[config.mk]
export PLATFORM = sky130hd
export DESIGN_NAME = serial_link_bist
export DESIGN_NICKNAME = d
export VERILOG_FILES = /design/src/hw/serial_link_bist_pkg.sv /design/src/hw/bist_fifo.sv /design/src/hw/serial_link_bist.sv
export VERILOG_INCLUDE_DIRS = /design/src /design/src/hw
export SDC_FILE = /design/constraint.sdc
export NUM_CORES = 1
export LEC_CHECK = 0
export BUFFER_PORTS_ARGS = -buffer_cell sky130_fd_sc_hd__buf_2
export CORE_MARGIN = 8
export CORE_UTILIZATION = 25
export CTS_CLUSTER_SIZE = 16
export DETAILED_ROUTE_END_ITERATION = 8
export HOLD_SLACK_MARGIN = 0.06
export PLACE_DENSITY = 0.43
export SYNTH_ARGS = -nofsm -noshare
export SYNTH_HDL_FRONTEND = slang
export SYNTH_SLANG_ARGS = --single-unit
[constraint.sdc]
create_clock -name clock -period 5.4 [get_ports clock]
set_input_delay 1.08 -clock clock [delete_from_list [all_inputs] [get_ports clock]]
set_output_delay 1.08 -clock clock [all_outputs]
set_load 0.01 [all_outputs]
[src/hw/serial_link_bist_map.svh]
/*
  Offsets, fields and codes of the link self test.
  Assumes inclusion by bare name.
*/
//
// Contract
// - Control value 0x01 starts test, zero stops
// - Start sends back channel writes entering test
// - Every port checks every word after its seed word against pattern
// - Separate error tally per port, paged read
// - Lock failure reads 0xff, data errors cap 0xfe
// - Pass output pulses low per data error
// - Pass selectable as general pin source
// - Status bit shows remote entered test mode
// - Output gate field: 00 off, 10 on
// - Enabled outputs idle LP11 unless generator runs
// - Clock select copied to remote register bits 2:1
// - Clock select sampled only at test start
// - Analog monitor output stays usable during test
// - Registers reachable from local and channel ports
`ifndef SERIAL_LINK_BIST_MAP_SVH
`define SERIAL_LINK_BIST_MAP_SVH

// ---------------------------------------------------------------
// Register offsets
// ---------------------------------------------------------------
`define ADDR_ERROR_TALLY     8'h57
`define ADDR_SELFTEST_CTRL   8'hb3
`define ADDR_DEBUG_STATUS    8'hd0

// ---------------------------------------------------------------
// Fields and values
// ---------------------------------------------------------------
`define CTRL_RESET           8'h00
`define CTRL_ENABLE_BIT      0
`define CTRL_CLK_SEL_LSB     1
`define CTRL_OUT_GATE_LSB    6
`define OUT_GATE_ON          2'b10
`define STATUS_REMOTE_BIT    5
`define TALLY_LOCK_FAIL      8'hff
`define TALLY_MAX_NORMAL     8'hfe
`define TALLY_CLEAR          8'h00

// ---------------------------------------------------------------
// Remote serializer test register
// ---------------------------------------------------------------
`define REMOTE_TEST_REG      8'h14
`define REMOTE_TEST_EN_BIT   0

`endif

[src/hw/serial_link_bist_pkg.sv]
/*
  Types of the link self test.
  Assumes nothing.
*/
package serial_link_bist_pkg;

    // One received word from a deserializer port
    typedef struct packed {
        logic       valid;   // Word present this cycle
        logic [7:0] data;    // Bit 0 received first
    } rx_word_s;

    // One register access from a control port
    typedef struct packed {
        logic       req;     // Access this cycle
        logic       write;   // High for write
        logic [7:0] addr;    // Register offset
        logic [7:0] wdata;   // Write data
    } reg_req_s;

    // One write for the back channel to a remote serializer
    typedef struct packed {
        logic [1:0] port;    // Receive port of the remote
        logic [7:0] addr;    // Remote register offset
        logic [7:0] data;    // Remote register value
    } bc_write_s;

    // Sequencer states, one-hot
    typedef enum logic [3:0] {
        ST_IDLE  = 4'b0001,
        ST_START = 4'b0010,
        ST_RUN   = 4'b0100,
        ST_STOP  = 4'b1000
    } seq_state_e;

endpackage

[src/hw/bist_fifo.sv]
/*
  Small FIFO, valid/ready on both sides.
  Assumes one clock, async active-low reset.
*/
`timescale 1ns/1ps
`default_nettype none

module bist_fifo #(
    parameter int WIDTH = 18,
    parameter int DEPTH = 4
) (
    // Clock and reset
    input  wire logic             clock,
    input  wire logic             arst_n,
    // Filling side
    input  wire logic             in_valid,
    output logic                  in_ready,
    input  wire logic [WIDTH-1:0] in_data,
    // Draining side
    output logic                  out_valid,
    input  wire logic             out_ready,
    output logic      [WIDTH-1:0] out_data
);

    localparam int AW = $clog2(DEPTH);

    logic [WIDTH-1:0] store [DEPTH];   // Word storage
    logic [AW-1:0]    wr_ptr;          // Next slot to fill
    logic [AW-1:0]    rd_ptr;          // Next slot to drain
    logic [AW:0]      fill;            // Words held
    wire              push;            // Word accepted
    wire              pop;             // Word delivered

    assign in_ready  = (fill < (AW+1)'(DEPTH));
    assign out_valid = (fill != '0);
    assign push      = in_valid && in_ready;
    assign pop       = out_valid && out_ready;

    // ---------------------------------------------------------------
    // Pointers and count
    // ---------------------------------------------------------------
    always_ff @(posedge clock or negedge arst_n)
    begin
        if (!arst_n)
        begin
            wr_ptr <= '0;
            rd_ptr <= '0;
            fill   <= '0;
        end
        else
        begin
            if (push)
                wr_ptr <= (wr_ptr == AW'(DEPTH-1)) ? '0 : wr_ptr + 1'b1;
            if (pop)
                rd_ptr <= (rd_ptr == AW'(DEPTH-1)) ? '0 : rd_ptr + 1'b1;
            fill <= fill + (AW+1)'(push) - (AW+1)'(pop);
        end
    end

    // Storage needs no reset; only filled slots are ever read
    always_ff @(posedge clock)
    begin
        if (push)
            store[wr_ptr] <= in_data;
    end

    // Read data from a register: head word held until popped
    always_ff @(posedge clock or negedge arst_n)
    begin
        if (!arst_n)
            out_data <= '0;
        else
            out_data <= (pop && fill > (AW+1)'(1)) ?
                        store[(rd_ptr == AW'(DEPTH-1)) ? '0 : rd_ptr + 1'b1] :
                        (push && (fill == '0 || (pop && fill == (AW+1)'(1)))) ?
                        in_data : (fill != '0 ? store[rd_ptr] : out_data);
    end

endmodule

`default_nettype wire

[src/hw/serial_link_bist.sv]
/*
  Link self test of a four-port hub, with its registers and pins.
  Assumes decoded register accesses and same-clock receive words.
*/
`timescale 1ns/1ps
`default_nettype none
`include "serial_link_bist_map.svh"

module serial_link_bist #(
    parameter int PORTS    = 4,
    parameter int GP_PINS  = 8,
    parameter int Q_DEPTH  = 4
) (
    // Clock and reset
    input  wire logic                              clock,
    input  wire logic                              arst_n,
    // Local I2C register access
    input  wire serial_link_bist_pkg::reg_req_s    i2c_req,
    output logic                                   i2c_rsp_valid,
    output logic      [7:0]                        i2c_rdata,
    // Control channel register access
    input  wire serial_link_bist_pkg::reg_req_s    chan_req,
    output logic                                   chan_rsp_valid,
    output logic      [7:0]                        chan_rdata,
    // Port page chosen for paged reads
    input  wire logic [1:0]                        read_page,
    // Received words and lock per port
    input  wire serial_link_bist_pkg::rx_word_s [PORTS-1:0] rx_word,
    input  wire logic [PORTS-1:0]                  rx_lock,
    input  wire logic [PORTS-1:0]                  remote_test_active,
    // Back channel write queue
    output logic                                   bc_valid,
    input  wire logic                              bc_ready,
    output serial_link_bist_pkg::bc_write_s        bc_write,
    // Per-port pass pulses
    output logic      [PORTS-1:0]                  pass,
    // General pins
    input  wire logic [GP_PINS-1:0][2:0]           gp_pin_source_select,
    input  wire logic [GP_PINS-1:0]                gp_function_out,
    output logic      [GP_PINS-1:0]                gp_out,
    // Output gating
    input  wire logic                              pattern_gen_enable,
    output logic                                   outputs_enable,
    output logic                                   csi_idle_lp11,
    // Analog monitor
    input  wire logic                              analog_monitor_select,
    output logic                                   analog_monitor_output
);

    // ---------------------------------------------------------------
    // Declarations
    // ---------------------------------------------------------------
    logic [7:0]                      selftest_control;  // Control reg
    logic [1:0]                      pattern_clock_select; // Latched
    serial_link_bist_pkg::seq_state_e state;            // Sequencer
    serial_link_bist_pkg::seq_state_e next_state;
    logic [1:0]                      port_idx;          // Queue walk
    logic [PORTS-1:0]                lock_meta;         // Sync stage 1
    logic [PORTS-1:0]                lock_sync;         // Sync stage 2
    logic [PORTS-1:0]                act_meta;          // Sync stage 1
    logic [PORTS-1:0]                act_sync;          // Sync stage 2
    logic [PORTS-1:0][7:0]           selftest_error_tally;
    logic [PORTS-1:0]                lock_failed;       // Sticky per run
    logic [PORTS-1:0][6:0]           history;           // Pattern state
    logic [PORTS-1:0]                seeded;            // History valid
    logic [PORTS-1:0]                word_err;          // Mismatch now
    serial_link_bist_pkg::bc_write_s q_in;              // Queue entry
    logic [$bits(serial_link_bist_pkg::bc_write_s)-1:0] q_out;
    logic                            q_ready;           // Queue space

    // ---------------------------------------------------------------
    // Register access decode
    // ---------------------------------------------------------------
    // Local port wins when both write the control register at once
    wire i2c_ctrl_wr  = i2c_req.req && i2c_req.write &&
                        (i2c_req.addr == `ADDR_SELFTEST_CTRL);
    wire chan_ctrl_wr = chan_req.req && chan_req.write &&
                        (chan_req.addr == `ADDR_SELFTEST_CTRL);
    wire [7:0] ctrl_wdata = i2c_ctrl_wr ? i2c_req.wdata : chan_req.wdata;
    wire       ctrl_wr    = i2c_ctrl_wr || chan_ctrl_wr;

    wire       test_enable = selftest_control[`CTRL_ENABLE_BIT];
    wire [1:0] test_output_gate =
        selftest_control[`CTRL_OUT_GATE_LSB +: 2];
    wire       running   = (state == serial_link_bist_pkg::ST_RUN);
    wire       in_test   = (state != serial_link_bist_pkg::ST_IDLE);
    wire       start_now = (state == serial_link_bist_pkg::ST_IDLE) &&
                           test_enable;

    // Paged tally: lock failure overrides the count
    wire [7:0] tally_view = lock_failed[read_page] ? `TALLY_LOCK_FAIL :
                            selftest_error_tally[read_page];
    wire [7:0] status_view =
        8'(act_sync[read_page]) << `STATUS_REMOTE_BIT;

    // Read mux shared by both ports; unmapped offsets read zero
    function automatic logic [7:0] read_reg(input logic [7:0] addr);
        return (addr == `ADDR_SELFTEST_CTRL) ? selftest_control :
               (addr == `ADDR_ERROR_TALLY)   ? tally_view :
               (addr == `ADDR_DEBUG_STATUS)  ? status_view : 8'h00;
    endfunction

    // Registered answer one cycle after the request
    always_ff @(posedge clock or negedge arst_n)
    begin
        if (!arst_n)
        begin
            i2c_rsp_valid  <= 1'b0;
            chan_rsp_valid <= 1'b0;
            i2c_rdata      <= 8'h00;
            chan_rdata     <= 8'h00;
        end
        else
        begin
            i2c_rsp_valid  <= i2c_req.req;
            chan_rsp_valid <= chan_req.req;
            if (i2c_req.req && !i2c_req.write)
                i2c_rdata <= read_reg(i2c_req.addr);
            if (chan_req.req && !chan_req.write)
                chan_rdata <= read_reg(chan_req.addr);
        end
    end

    // Control register write
    always_ff @(posedge clock or negedge arst_n)
    begin
        if (!arst_n)
            selftest_control <= `CTRL_RESET;
        else if (ctrl_wr)
            selftest_control <= ctrl_wdata;
    end

    // ---------------------------------------------------------------
    // Sequencer
    // ---------------------------------------------------------------
    // Walk every port through the queue on start and on stop
    wire last_port = (port_idx == 2'(PORTS-1));
    wire q_push    = (state == serial_link_bist_pkg::ST_START ||
                      state == serial_link_bist_pkg::ST_STOP);

    always_comb
    begin
        next_state = state;
        unique case (state)
            serial_link_bist_pkg::ST_IDLE:
                if (test_enable)
                    next_state = serial_link_bist_pkg::ST_START;
            serial_link_bist_pkg::ST_START:
                // Back-pressure holds the walk until queued
                if (q_ready && last_port)
                    next_state = serial_link_bist_pkg::ST_RUN;
            serial_link_bist_pkg::ST_RUN:
                if (!test_enable)
                    next_state = serial_link_bist_pkg::ST_STOP;
            serial_link_bist_pkg::ST_STOP:
                if (q_ready && last_port)
                    next_state = serial_link_bist_pkg::ST_IDLE;
            default:
                next_state = serial_link_bist_pkg::ST_IDLE;
        endcase
    end

    // State, port walk and clock select latch
    always_ff @(posedge clock or negedge arst_n)
    begin
        if (!arst_n)
        begin
            state                <= serial_link_bist_pkg::ST_IDLE;
            port_idx             <= 2'h0;
            pattern_clock_select <= 2'h0;
        end
        else
        begin
            state <= next_state;
            if (q_push && q_ready)
                port_idx <= last_port ? 2'h0 : port_idx + 2'h1;
            if (start_now)
                pattern_clock_select <=
                    selftest_control[`CTRL_CLK_SEL_LSB +: 2];
        end
    end

    // Remote test register: enable plus copied clock select
    always_comb
    begin
        q_in      = '0;
        q_in.port = port_idx;
        q_in.addr = `REMOTE_TEST_REG;
        if (state == serial_link_bist_pkg::ST_START)
        begin
            q_in.data[`REMOTE_TEST_EN_BIT] = 1'b1;
            q_in.data[2:1] = pattern_clock_select;
        end
    end

    // ---------------------------------------------------------------
    // Back channel queue
    // ---------------------------------------------------------------
    bist_fifo #(
        .WIDTH ($bits(serial_link_bist_pkg::bc_write_s)),
        .DEPTH (Q_DEPTH)
    ) u_queue (
        .clock     (clock),
        .arst_n    (arst_n),
        .in_valid  (q_push),
        .in_ready  (q_ready),
        .in_data   (q_in),
        .out_valid (bc_valid),
        .out_ready (bc_ready),
        .out_data  (q_out)
    );

    assign bc_write = serial_link_bist_pkg::bc_write_s'(q_out);

    // ---------------------------------------------------------------
    // Pin synchronisers
    // ---------------------------------------------------------------
    always_ff @(posedge clock or negedge arst_n)
    begin
        if (!arst_n)
        begin
            lock_meta <= '0;
            lock_sync <= '0;
            act_meta  <= '0;
            act_sync  <= '0;
        end
        else
        begin
            lock_meta <= rx_lock;
            lock_sync <= lock_meta;
            act_meta  <= remote_test_active;
            act_sync  <= act_meta;
        end
    end

    // ---------------------------------------------------------------
    // Per-port pattern check, seven-bit pseudo-random sequence
    // ---------------------------------------------------------------
    // Predict each bit from the two taps; bit 0 arrives first
    function automatic logic [7:0] prbs_check(input logic [6:0] hist,
                                              input logic [7:0] word,
                                              output logic [6:0] nhist);
        logic [7:0] miss;
        logic [6:0] h;
        h    = hist;
        miss = 8'h00;
        for (int i = 0; i < 8; i++)
        begin
            miss[i] = (h[6] ^ h[5]) != word[i];
            h       = {h[5:0], word[i]};
        end
        nhist = h;
        return miss;
    endfunction

    for (genvar p = 0; p < PORTS; p++)
    begin : g_port
        logic [6:0] nh;       // History after this word
        logic [7:0] miss;     // Per-bit mismatches

        always_comb
        begin
            nh   = 7'h00;
            miss = prbs_check(history[p], rx_word[p].data, nh);
        end

        // Every word after the seed word is checked
        assign word_err[p] = running && rx_word[p].valid && seeded[p] &&
                             (miss != 8'h00);

        // History, seed, tally and lock failure
        always_ff @(posedge clock or negedge arst_n)
        begin
            if (!arst_n)
            begin
                history[p]              <= 7'h00;
                seeded[p]               <= 1'b0;
                selftest_error_tally[p] <= `TALLY_CLEAR;
                lock_failed[p]          <= 1'b0;
            end
            else if (start_now)
            begin
                seeded[p]               <= 1'b0;
                selftest_error_tally[p] <= `TALLY_CLEAR;
                lock_failed[p]          <= 1'b0;
            end
            else if (running)
            begin
                if (rx_word[p].valid)
                begin
                    history[p] <= nh;
                    seeded[p]  <= 1'b1;
                end
                // Saturate short of the lock failure code
                if (word_err[p] &&
                    selftest_error_tally[p] != `TALLY_MAX_NORMAL)
                    selftest_error_tally[p] <=
                        selftest_error_tally[p] + 8'h01;
                if (!lock_sync[p])
                    lock_failed[p] <= 1'b1;
            end
        end
    end

    // Pass sits high; one low cycle per detected error
    always_ff @(posedge clock or negedge arst_n)
    begin
        if (!arst_n)
            pass <= '1;
        else
            pass <= ~word_err;
    end

    // ---------------------------------------------------------------
    // General pin routing
    // ---------------------------------------------------------------
    // Select 1pp: pass pp, 01p: lock p, 00x: normal function
    for (genvar g = 0; g < GP_PINS; g++)
    begin : g_pin
        wire [2:0] sel = gp_pin_source_select[g];
        assign gp_out[g] = sel[2] ? pass[sel[1:0]] :
                           sel[1] ? lock_sync[sel[0]] :
                           gp_function_out[g];
    end

    // ---------------------------------------------------------------
    // Output gating
    // ---------------------------------------------------------------
    // Ungated outside a test; unlisted gate codes mean off
    assign outputs_enable = !in_test ||
                            (test_output_gate == `OUT_GATE_ON);
    assign csi_idle_lp11  = in_test && outputs_enable &&
                            !pattern_gen_enable;
    // Monitor path never passes through the test gate
    assign analog_monitor_output = analog_monitor_select;

endmodule

`default_nettype wire

==> impl_metrics.ini, run 1 <==
[status]
status = finished, final reports clean

[synth]
synthAdderAreaFrac_pct = 2.80
syn_area_per_cell_um2 = 10.8
synth_xor_area_share_pct = 3.58
synthTopCellsByArea = dfrtp_1 39%, mux4_2 7.6%, edfxtp_1 7.2%
synth-edff-count = 20
synth-seq-cells = 155
synth_area_mm2 = 0.00831
yosys_warnings = 0
synth_cells = 767
synthArstFlopShare_pct = 87.1
yosysTopAreaCell = dfrtp_1
yosys.area_share.simple_pct = 16.8
synth_top_family_by_area = simple AND/OR/NAND/NOR gates
synth_compound_area_share_pct = 9.89
ys_seq_area_share_pct = 47.9
synth_top_cell_area_share_pct = 39.1
synth_mux_area_share_pct = 15.7
ys_types = 60
yosys_most_used_dff = dfrtp_1

[timing]
max_freq_mhz = 324
setup_tns_ns = 0
finalSetupViolCount = 0
finalMaxSlewViolations = 0
finalHoldViolCount = 0
fin_skew_ns = 0.0106
fin_ws_ns = 2.31
max_slew_margin_pct = 27.3
worst_slew_pin_slew_ns = 1.08
min_period_ns = 3.09
fin_crit_sh_pct = 57.2
rsz0062_at_grt = no

[detailed_routing]
avgRoutedWirePerCell_um = 17.0
via_count = 6277
wl_um = 23300
drt-vias-per-instance = 4.58
drtIter0Drc = 266
drt-pass1-iter-count = 5
ant_nets = 0
drcViolationCount = 0

[cts]
clk_latency_ns = 0.43
hold_buffers = 0
cts_resized = 0
cts_setup_buffers = 0
clk_pin_slew_ns = 0.06
cts_tree = built
htreeDepth = 4
numCtsBuffers = 17
clockBufferDepth = 2
cts_sinks = 155
cts-root-buf = clkbuf_16

[setup_path]
worst_setup_path_end_kind = output port
start_kind = input port
crit_required_ns = 4.32
arrival_ns = 2.01
cp_max_fo = 2
path_class = in2out

[power_and_ir_drop]
power.density_mw_per_mm2 = 324
combPwrFrac_pct = 16.6
leakagePower_nw = 4.47
p_sw_share_pct = 28.2
clock_power_share_pct = 40.4
p_sw_uw = 927
ir_worst_vdd_v = 0.000200
p_int_mw = 2.36
seqPwrFrac_pct = 43.0

[place]
dp_hpwl_um = 17200
portBuffers = 157
gp_congestion = 0.777
dp_slack_ns = 2.13

[global_route]
grt_usage_pct = 11.9
grt_pass1_vias = 6382
grt_max_degree = 79
antenna_found_initial = 0
grt_first_pass_wirelength_um = 36400
globalRouteOverflowTotal = 0

[floorplanning]
ioPinCount = 171
num_rows = 66
dieArea_mm2 = 0.0393
core_area_mm2 = 0.0326
die_h_um = 198
fp.dieW_um = 198
start_util_pct = 25.5

[final_layout]
final_cell_mix = 156 x buf_2, 130 x dfrtp_1, 75 x nand2_1
finalNetCount = 1053
filler_cell_count = 3394
n_antenna_cell = 0
drive_gt1_share_pct = 28.7
final_common_cell = buf_2
synthToLayoutAreaGrowth_pct = 22.1

[worst_hold_path]
hold_class = reg2reg

[flow_run]
cap_viol_max_count = 0
routing by layer:
metal  share of wire (%)  vias up  GRT usage (%)
li1                    -     3068              -
met1                  48     3061           15.8
met2                  46      131           19.0
met3                 5.3       17           2.89
met4                 1.2        0           3.48
met5                   0        -              0
power by group through the flow:
| stage | Sequential [mW] | Clock [mW] | Combinational (mW) |
|---|---|---|---|
| floorplan | 1.39 | 0 | 0.368 |
| global placement | 1.44 | 0 | 0.555 |
| detailed placement | 1.44 | 0 | 0.558 |
| CTS | 1.42 | 1.38 | 0.561 |
| global route | 1.44 | 1.43 | 0.616 |
| finish | 1.41 | 1.33 | 0.547 |
path summary, 6_finish.rpt:
kind / startpoint / endpoint / slack, ns / cells after the start
max in group asynchronous: arst_n / pass[1] / 3.62 / 2
worst max-delay path: gp_pin_source_select[3] / gp_out[1] / 2.31 / 5
worst min register to register: act_meta[0] / act_sync[0] / 0.35 / 0
min in group asynchronous: arst_n / history[23] / 0.71 / 1
worst max register to register: state[3] / selftest_error_tally[14] / 2.87 / 5
worst min-delay path: act_meta[0] / act_sync[0] / 0.35 / 0
layout make-up:
class / count / area [um^2] / share of cell area [%]
multi-input combinational: 567 / 4100 / 40.4
sequential: 155 / 3990 / 39.3
timing repair buffer: 161 / 822 / 8.10
tap: 442 / 553 / 5.45
clock buffer: 22 / 444 / 4.38
clock inverter: 10 / 189 / 1.86
inverter: 14 / 52.6 / 0.518
worst max-delay path, stage by stage:
cell,delay (ns)
buf_2,0.11
mux4_2,0.49
nand2_1,0.07
o21ai_0,0.10
buf_2,0.16
state kept, by name, summed over array words and instances, names as in the netlist, 3 cells and up:
signal,flops
lock_meta,4
i2c_rdata,8
u_queue.out_data,6
lock_sync,4
chan_rdata,8
u_queue.store,20
u_queue.fill,3
selftest_error_tally,32
lock_failed,4
act_sync,4
seeded,4
history,28
act_meta,4
state,4
pass,4
selftest_control,8
synth_stat cells (all sizes together), types with 7 or more instances:
cell type / n
nand4: 9
a21oi: 60
nor2: 66
dfrtp: 130
nand2b: 16
o21ai: 35
buf: 23
or3: 16
ha: 17
clkbuf: 18
and3: 15
mux4: 28
nor3: 18
o31ai: 10
mux2: 35
nand2: 75
nor4: 7
mux2i: 28
or4: 7
nand3: 15
edfxtp: 20
xor2: 29
inv: 14
nor2b: 7
and2: 12
cell families after synthesis:
family,count (synthesis)
adder cells (fa/ha/maj),18
buffers and inverters,55
other,1
multiplexers,91
flip-flops,155
AO/OA/AOI/OAI,138
XOR/XNOR,34
AND/OR/NAND/NOR,275
stage by stage:
stage	cell area (um^2)	total power, mW	std cells	util, %	hold slack (ns)
after floorplan	8350	1.76	777	-	0.331
after global placement	9520	1.99	1339	29.2	0.335
after detailed placement	9520	2.00	1339	29.2	0.335
after CTS	10100	3.36	1371	31.1	0.349
after global routing	10100	3.48	1371	31.1	0.363
final	10100	3.29	1371	31.1	0.350
Note: power is estimated with default switching activity, not from simulation.
==> inputs of run 2 (changes only) <==
--- a/config.mk
+++ b/config.mk
@@ -6,13 +6,14 @@
 export SDC_FILE = /design/constraint.sdc
 export NUM_CORES = 1
 export LEC_CHECK = 0
+export ABC_AREA = 1
 export BUFFER_PORTS_ARGS = -buffer_cell sky130_fd_sc_hd__buf_2
 export CORE_MARGIN = 8
 export CORE_UTILIZATION = 25
 export CTS_CLUSTER_SIZE = 16
 export DETAILED_ROUTE_END_ITERATION = 8
 export HOLD_SLACK_MARGIN = 0.06
-export PLACE_DENSITY = 0.43
+export PLACE_DENSITY = 0.42
 export SYNTH_ARGS = -nofsm -noshare
 export SYNTH_HDL_FRONTEND = slang
 export SYNTH_SLANG_ARGS = --single-unit
==> constraint.sdc (replaced) <==
create_clock -name clock -period 3.2 [get_ports clock]
set_input_delay 0.64 -clock clock [delete_from_list [all_inputs] [get_ports clock]]
set_output_delay 0.64 -clock clock [all_outputs]
set_load 0.01 [all_outputs]
==> run 2 against run 1 <==
Cell area rose by 8.8%; synthesized area grew 11%; sequential power grew 100%; first-iteration DRC count increased by 90%; combinational power rose to 4.8 times the previous value; setup slack worse by 1.5 ns; total power increased by 130%; cell count increased by 35%; hold slack got worse by 0.21 ns; sequential share of layout area decreased by 3.2 points; clock skew hardly changed; largest cell class unchanged.
==> impl_metrics.ini, run 2 <==
[status]
status = finished, final reports clean

[final_layout]
final_common_cell = nand2_1
filler_cell_count = 3954
drive_gt1_share_pct = 17.5
reg.largest.list = selftest_error_tally (32), history (28), u_queue.store (20)
final_cell_mix = 336 x nand2_1, 167 x inv_1, 156 x buf_2
synthToLayoutAreaGrowth_pct = 20.1
finalNetCount = 1502
top_register = selftest_error_tally
layoutNonFillerInstCount = 1846
n_antenna_cell = 0
utilization_pct = 30.3
largest_reg_flops = 32

[global_route]
globalRouteOverflowTotal = 0
grt_pass1_vias = 8197
antenna_found_initial = 0
grt_max_degree = 56
grt_usage_pct = 12.6
grt_first_pass_wirelength_um = 44400

[timing]
rsz0062_at_grt = no
finalHoldViolCount = 0
worst_slew_pin_slew_ns = 0.896
setup_tns_ns = 0
finalSetupViolCount = 0
fin_skew_ns = 0.0108
max_freq_mhz = 426
min_period_ns = 2.34
max_slew_margin_pct = 39.8
finalMaxSlewViolations = 0
whs_ns = 0.138
fin_crit_sh_pct = 73.3

[power_and_ir_drop]
leakagePower_nw = 5.63
total_power_mw = 7.55
power.density_mw_per_mm2 = 683
ir_worst_vdd_v = 0.000395

[cts]
clockBufferDepth = 2
cts-root-buf = clkbuf_16
cts_resized = 0
numCtsBuffers = 17
cts_tree = built
cts_setup_buffers = 0
hold_buffers = 0
clk_pin_slew_ns = 0.07
htreeDepth = 4
cts_sinks = 155
clk_latency_ns = 0.43

[detailed_routing]
wl_um = 27000
via_count = 8171
drtIter0Drc = 505
ant_nets = 0
drcViolationCount = 0
avgRoutedWirePerCell_um = 14.6
drt-vias-per-instance = 4.43
drt-pass1-iter-count = 5

[floorplanning]
fp.dieW_um = 208
start_util_pct = 25.3
num_rows = 70
dieArea_mm2 = 0.0432
die_h_um = 208
ioPinCount = 171
core_area_mm2 = 0.0364

[setup_path]
path_class = reg2out
cp_max_fo = 8
worst_setup_path_end_kind = output port
start_kind = register
cp_num_buf_inv = 2
slowest_stage = dfstp_2
crit_required_ns = 2.56
arrival_ns = 1.70
crit_family = flip-flops
crit_chain = inv_1 > nand2_1 > o211ai_1 > a32oi_1 > buf_2
critical-path-max-stage-delay_ns = 0.58

[synth]
yosysMostFrequentCell = nand2_1
synth_xor_area_share_pct = 2.57
synth_top_family_by_area = simple AND/OR/NAND/NOR gates
synthTopCellsByArea = dfrtp_1 35%, nand2_1 14%, inv_1 6.8%
yosysTopAreaCell = dfrtp_1
synthAdderAreaFrac_pct = 2.53
synthArstFlopShare_pct = 87.1
synth-seq-cells = 155
yosys.area_share.simple_pct = 28.8
synth_mux_area_share_pct = 0
synth_compound_area_share_pct = 13.3
syn_area_per_cell_um2 = 7.62
yosys_most_used_dff = dfrtp_1
synth_area_mm2 = 0.00920
synth-edff-count = 20
ys_types = 46
ys_top_cells_by_count = 336 x nand2_1, 167 x inv_1, 130 x dfrtp_1
yosys_warnings = 0
synth_top_cell_area_share_pct = 35.4
ys_seq_area_share_pct = 43.3
synth_cells = 1208

[place]
gp_congestion = 0.801
portBuffers = 157
dp.cells = 1814
dp_hpwl_um = 20600

[flow_run]
cap_viol_max_count = 0

[worst_hold_path]
hold_class = in2async
-- run 2: changes by cell type after synthesis, sizes merged, moves of 16 or more --
cell	delta
inv	+160
mux2	-35
mux2i	-28
mux4	-28
nand2	+272
nand2b	-16
nand3	+78
nor2	+34
o211ai	+28
o21ai	+71
or3	-16
-- run 2: per-layer routing --
layer	up-vias	track usage [%]	routed length, um
met4	0	3.99	450
met3	28	2.90	1140
met1	3752	17.0	13200
met2	172	19.9	12200
met5	-	0	0
li1	4219	-	-
-- run 2: final timing paths --
path / startpoint / to / slack, ns / depth (start not counted)
worst min register to register: lock_meta[3] / lock_sync[3] / 0.34 / 0
max in group asynchronous: arst_n / history[8] / 2.19 / 2
worst min-delay path: arst_n / history[27] / 0.14 / 1
min in group clock: remote_test_active[1] / act_meta[1] / 0.31 / 1
worst max register to register: u_queue.fill[2] / u_queue.fill[1] / 1.06 / 11
worst max-delay path: pass[1] / gp_out[1] / 0.86 / 5
-- run 2: cells by family (layout without fill, tap and decap cells) --
group | after synthesis | in the layout
other | 1 | 11
AND/OR/NAND/NOR | 582 | 582
adder cells (fa/ha/maj) | 18 | 18
XOR/XNOR | 27 | 27
buffers and inverters | 209 | 369
AO/OA/AOI/OAI | 216 | 216
flip-flops | 155 | 155
-- run 2: cell type report --
| cell class | count | area [um^2] | area share [%] |
|---|---|---|---|
| repair buffers | 163 | 837 | 7.58 |
| well taps | 468 | 586 | 5.30 |
| clock buffers | 22 | 475 | 4.30 |
| multi-input cells | 854 | 4390 | 39.7 |
| flip-flops and latches | 155 | 3990 | 36.1 |
| inverters | 174 | 661 | 5.98 |
| clock inverters | 10 | 114 | 1.03 |
-- run 2: through the flow --
| step | worst slack [ns] | area (um^2) |
|---|---|---|
| floorplan | 1.26 | 9240 |
| global placement | 0.865 | 10500 |
| detailed placement | 0.846 | 10500 |
| CTS | 0.830 | 11000 |
| global route | 0.716 | 11000 |
| finish | 0.855 | 11000 |
-- run 2: power breakdown --
| part | leakage [nW] | switching, mW | total, mW | internal [mW] |
|---|---|---|---|---|
| sequential | 1.88 | 0.402 | 2.87 | 2.47 |
| combinational | 3.46 | 1.69 | 2.60 | 0.912 |
| clock | 0.286 | 0.858 | 2.07 | 1.22 |
| total | 5.63 | 2.95 | 7.55 | 4.60 |
==> inputs of run 3 (changes only) <==
--- a/config.mk
+++ b/config.mk
@@ -6,14 +6,14 @@
 export SDC_FILE = /design/constraint.sdc
 export NUM_CORES = 1
 export LEC_CHECK = 0
-export ABC_AREA = 1
+export ABC_AREA = 0
 export BUFFER_PORTS_ARGS = -buffer_cell sky130_fd_sc_hd__buf_2
 export CORE_MARGIN = 8
 export CORE_UTILIZATION = 25
 export CTS_CLUSTER_SIZE = 16
 export DETAILED_ROUTE_END_ITERATION = 8
 export HOLD_SLACK_MARGIN = 0.06
-export PLACE_DENSITY = 0.42
+export PLACE_DENSITY = 0.44
 export SYNTH_ARGS = -nofsm -noshare
 export SYNTH_HDL_FRONTEND = slang
 export SYNTH_SLANG_ARGS = --single-unit
==> constraint.sdc (replaced) <==
create_clock -name clock -period 1.9 [get_ports clock]
set_input_delay 0.38 -clock clock [delete_from_list [all_inputs] [get_ports clock]]
set_output_delay 0.38 -clock clock [all_outputs]
set_load 0.01 [all_outputs]
==> run 3 against run 2 <==
The run now ends with setup timing left; cell area is 5.0% higher; die area shrank 8.9%; sequential cell count did not move; sequential power increased by 37%; via count fell by 19%; clock skew is 0.0033 ns lower; hold slack worse by 0.054 ns; critical endpoint is now gp_out[3].
==> impl_metrics.ini, run 3 (synthesis results as in run 1) <==
[global_route]
globalRouteOverflowTotal = 0
gr-usage-met3_pct = 3.09
grt_pass1_vias = 6816
grt_max_degree = 52
grt_first_pass_wirelength_um = 36800
use_met1_pct = 15.0
grt_usage_pct = 12.0
antenna_found_initial = 1
use_met2_pct = 19.8
grt_busiest_layer = met2

[timing]
fin_skew_ns = 0.00752
worst_slew_pin_slew_ns = 0.598
finalHoldViolCount = 0
finalSetupViolCount = 22
max_freq_mhz = 496
setup_tns_ns = -1.34
fin_ws_ns = -0.115
fin_crit_sh_pct = 106
finalMaxSlewViolations = 0
min_period_ns = 2.01
whs_ns = 0.0838
rsz0062_at_grt = yes
max_slew_margin_pct = 60.0

[detailed_routing]
avgRoutedWirePerCell_um = 16.1
wl_um = 23900
ant_nets = 0
drtIter0Drc = 206
via_count = 6617
drt-pass1-iter-count = 5
drt-vias-per-instance = 4.48
drcViolationCount = 0

[power_and_ir_drop]
p_sw_mw = 2.68
p_int_mw = 6.64
seqPwrFrac_pct = 42.1
power.density_mw_per_mm2 = 803
leakagePower_nw = 5.08
clock_power_share_pct = 37.1
combPwrFrac_pct = 20.8
ir_worst_vdd_v = 0.000511
p_sw_share_pct = 28.8

[cts]
cts_tree = built
clk_latency_ns = 0.43
cts_sinks = 155
htreeDepth = 4
clockBufferDepth = 2
cts-root-buf = clkbuf_16
clk_pin_slew_ns = 0.06
numCtsBuffers = 17

[setup_path]
path_class = reg2out
slowest_stage = mux4_2
critical-path-max-stage-delay_ns = 0.48
start_kind = register
worst_setup_path_end_kind = output port
arrival_ns = 1.63
cp_max_fo = 9
crit_family = multiplexers
crit_required_ns = 1.52
cp_num_buf_inv = 1
crit_chain = mux4_2 > nand2_2 > o21ai_2 > buf_2

[flow_run]
cap_viol_max_count = 0

[floorplanning]
core_area_mm2 = 0.0326
ioPinCount = 171
fp.dieW_um = 198
num_rows = 66
start_util_pct = 25.5
dieArea_mm2 = 0.0393
die_h_um = 198

[final_layout]
top_register = selftest_error_tally
n_antenna_cell = 0
utilization_pct = 35.6
final_common_cell = buf_2
reg.largest.list = selftest_error_tally (32), history (28), u_queue.store (20)
filler_cell_count = 3313
finalNetCount = 1160
synthToLayoutAreaGrowth_pct = 39.6
largest_reg_flops = 32
final_cell_mix = 155 x buf_2, 125 x dfrtp_1, 71 x nand2_1
drive_gt1_share_pct = 43.2

[status]
violations = setup timing
status = complete, but fails checks

[place]
gp_congestion = 0.854
dp_hpwl_um = 18000
portBuffers = 157

[worst_hold_path]
hold_class = in2reg
[run 3: cell count changes in the layout (fill, tap and decap cells not counted), moves of 12 or more]
| cell | change |
|---|---|
| and2_1 | +12 |
| buf_4 | +64 |
| buf_6 | +26 |
| inv_1 | -154 |
| mux2_2 | +33 |
| mux2i_1 | +27 |
| mux4_2 | +28 |
| nand2_1 | -265 |
| nand2b_1 | +12 |
| nand3_1 | -73 |
| nor2_1 | -28 |
| o211ai_1 | -28 |
| o21ai_0 | -86 |
| o21ai_1 | +13 |
[run 3: per-layer routing]
layer,up-vias,wire (um)
li1,3260,-
met1,3182,10800
met2,150,11300
met3,23,1400
met4,2,325
met5,-,12
[run 3: path summary, 6_finish.rpt]
kind / from / to / slack (ns) / cells past startpoint
max: lock_sync[0] / gp_out[3] / -0.11 / 4
min reg2reg: lock_meta[1] / lock_sync[1] / 0.35 / 0
max reg2reg: state[3] / selftest_error_tally[6] / -0.11 / 6
min in group asynchronous: arst_n / history[26] / 0.38 / 2
min: rx_lock[2] / lock_meta[2] / 0.08 / 1
max in group asynchronous: arst_n / pass[2] / 0.92 / 3
[run 3: area by class of cell]
class	count	area, um^2	area share, %
Clock buffer	20	437	3.76
Clock inverter	12	148	1.27
Inverter	14	52.6	0.453
Multi-Input combinational cell	567	4590	39.5
Sequential cell	155	3990	34.4
Tap cell	442	553	4.77
Timing Repair Buffer	268	1840	15.8
[run 3: what timing repair did]
| action | in CTS | in global routing |
|---|---|---|
| hold endpoints to repair | 28 | 0 |
| setup endpoints to repair | 39 | 45 |
| pin swaps | 52 | 59 |
| resized for setup | 49 | 94 |
| gates cloned | 1 | 0 |
| hold buffers | 9 | 0 |
| buffers inserted | 15 | 10 |
[run 3: power groups by stage]
| stage | sequential (mW) | clock, mW | combinational [mW] |
|---|---|---|---|
| 2_1_floorplan | 3.96 | 0 | 1.06 |
| 3_3_place_gp | 3.96 | 0 | 1.83 |
| 3_5_place_dp | 3.97 | 0 | 1.85 |
| 4_1_cts | 3.91 | 3.61 | 1.92 |
| 5_1_grt | 3.97 | 3.73 | 2.19 |
| 6_report | 3.92 | 3.45 | 1.94 |
[run 3: through the flow]
stage | cells | instance area, um^2 | power, mW | setup WS, ns
5_1_grt | 1478 | 11600 | 9.89 | -0.210
3_3_place_gp | 1413 | 10200 | 5.79 | -0.188
3_5_place_dp | 1413 | 10200 | 5.82 | -0.214
6_report | 1478 | 11600 | 9.32 | -0.115
2_1_floorplan | 777 | 8400 | 5.01 | -0.0493
4_1_cts | 1469 | 11100 | 9.44 | -0.156
[run 3: worst reg2reg max path, cell delays in order (launching register included)]
cell,delay [ns]
dfrtp_2,0.41
nand2b_4,0.17
or3_4,0.36
a41oi_4,0.24
nand2_2,0.12
or4_4,0.49
a21oi_2,0.14
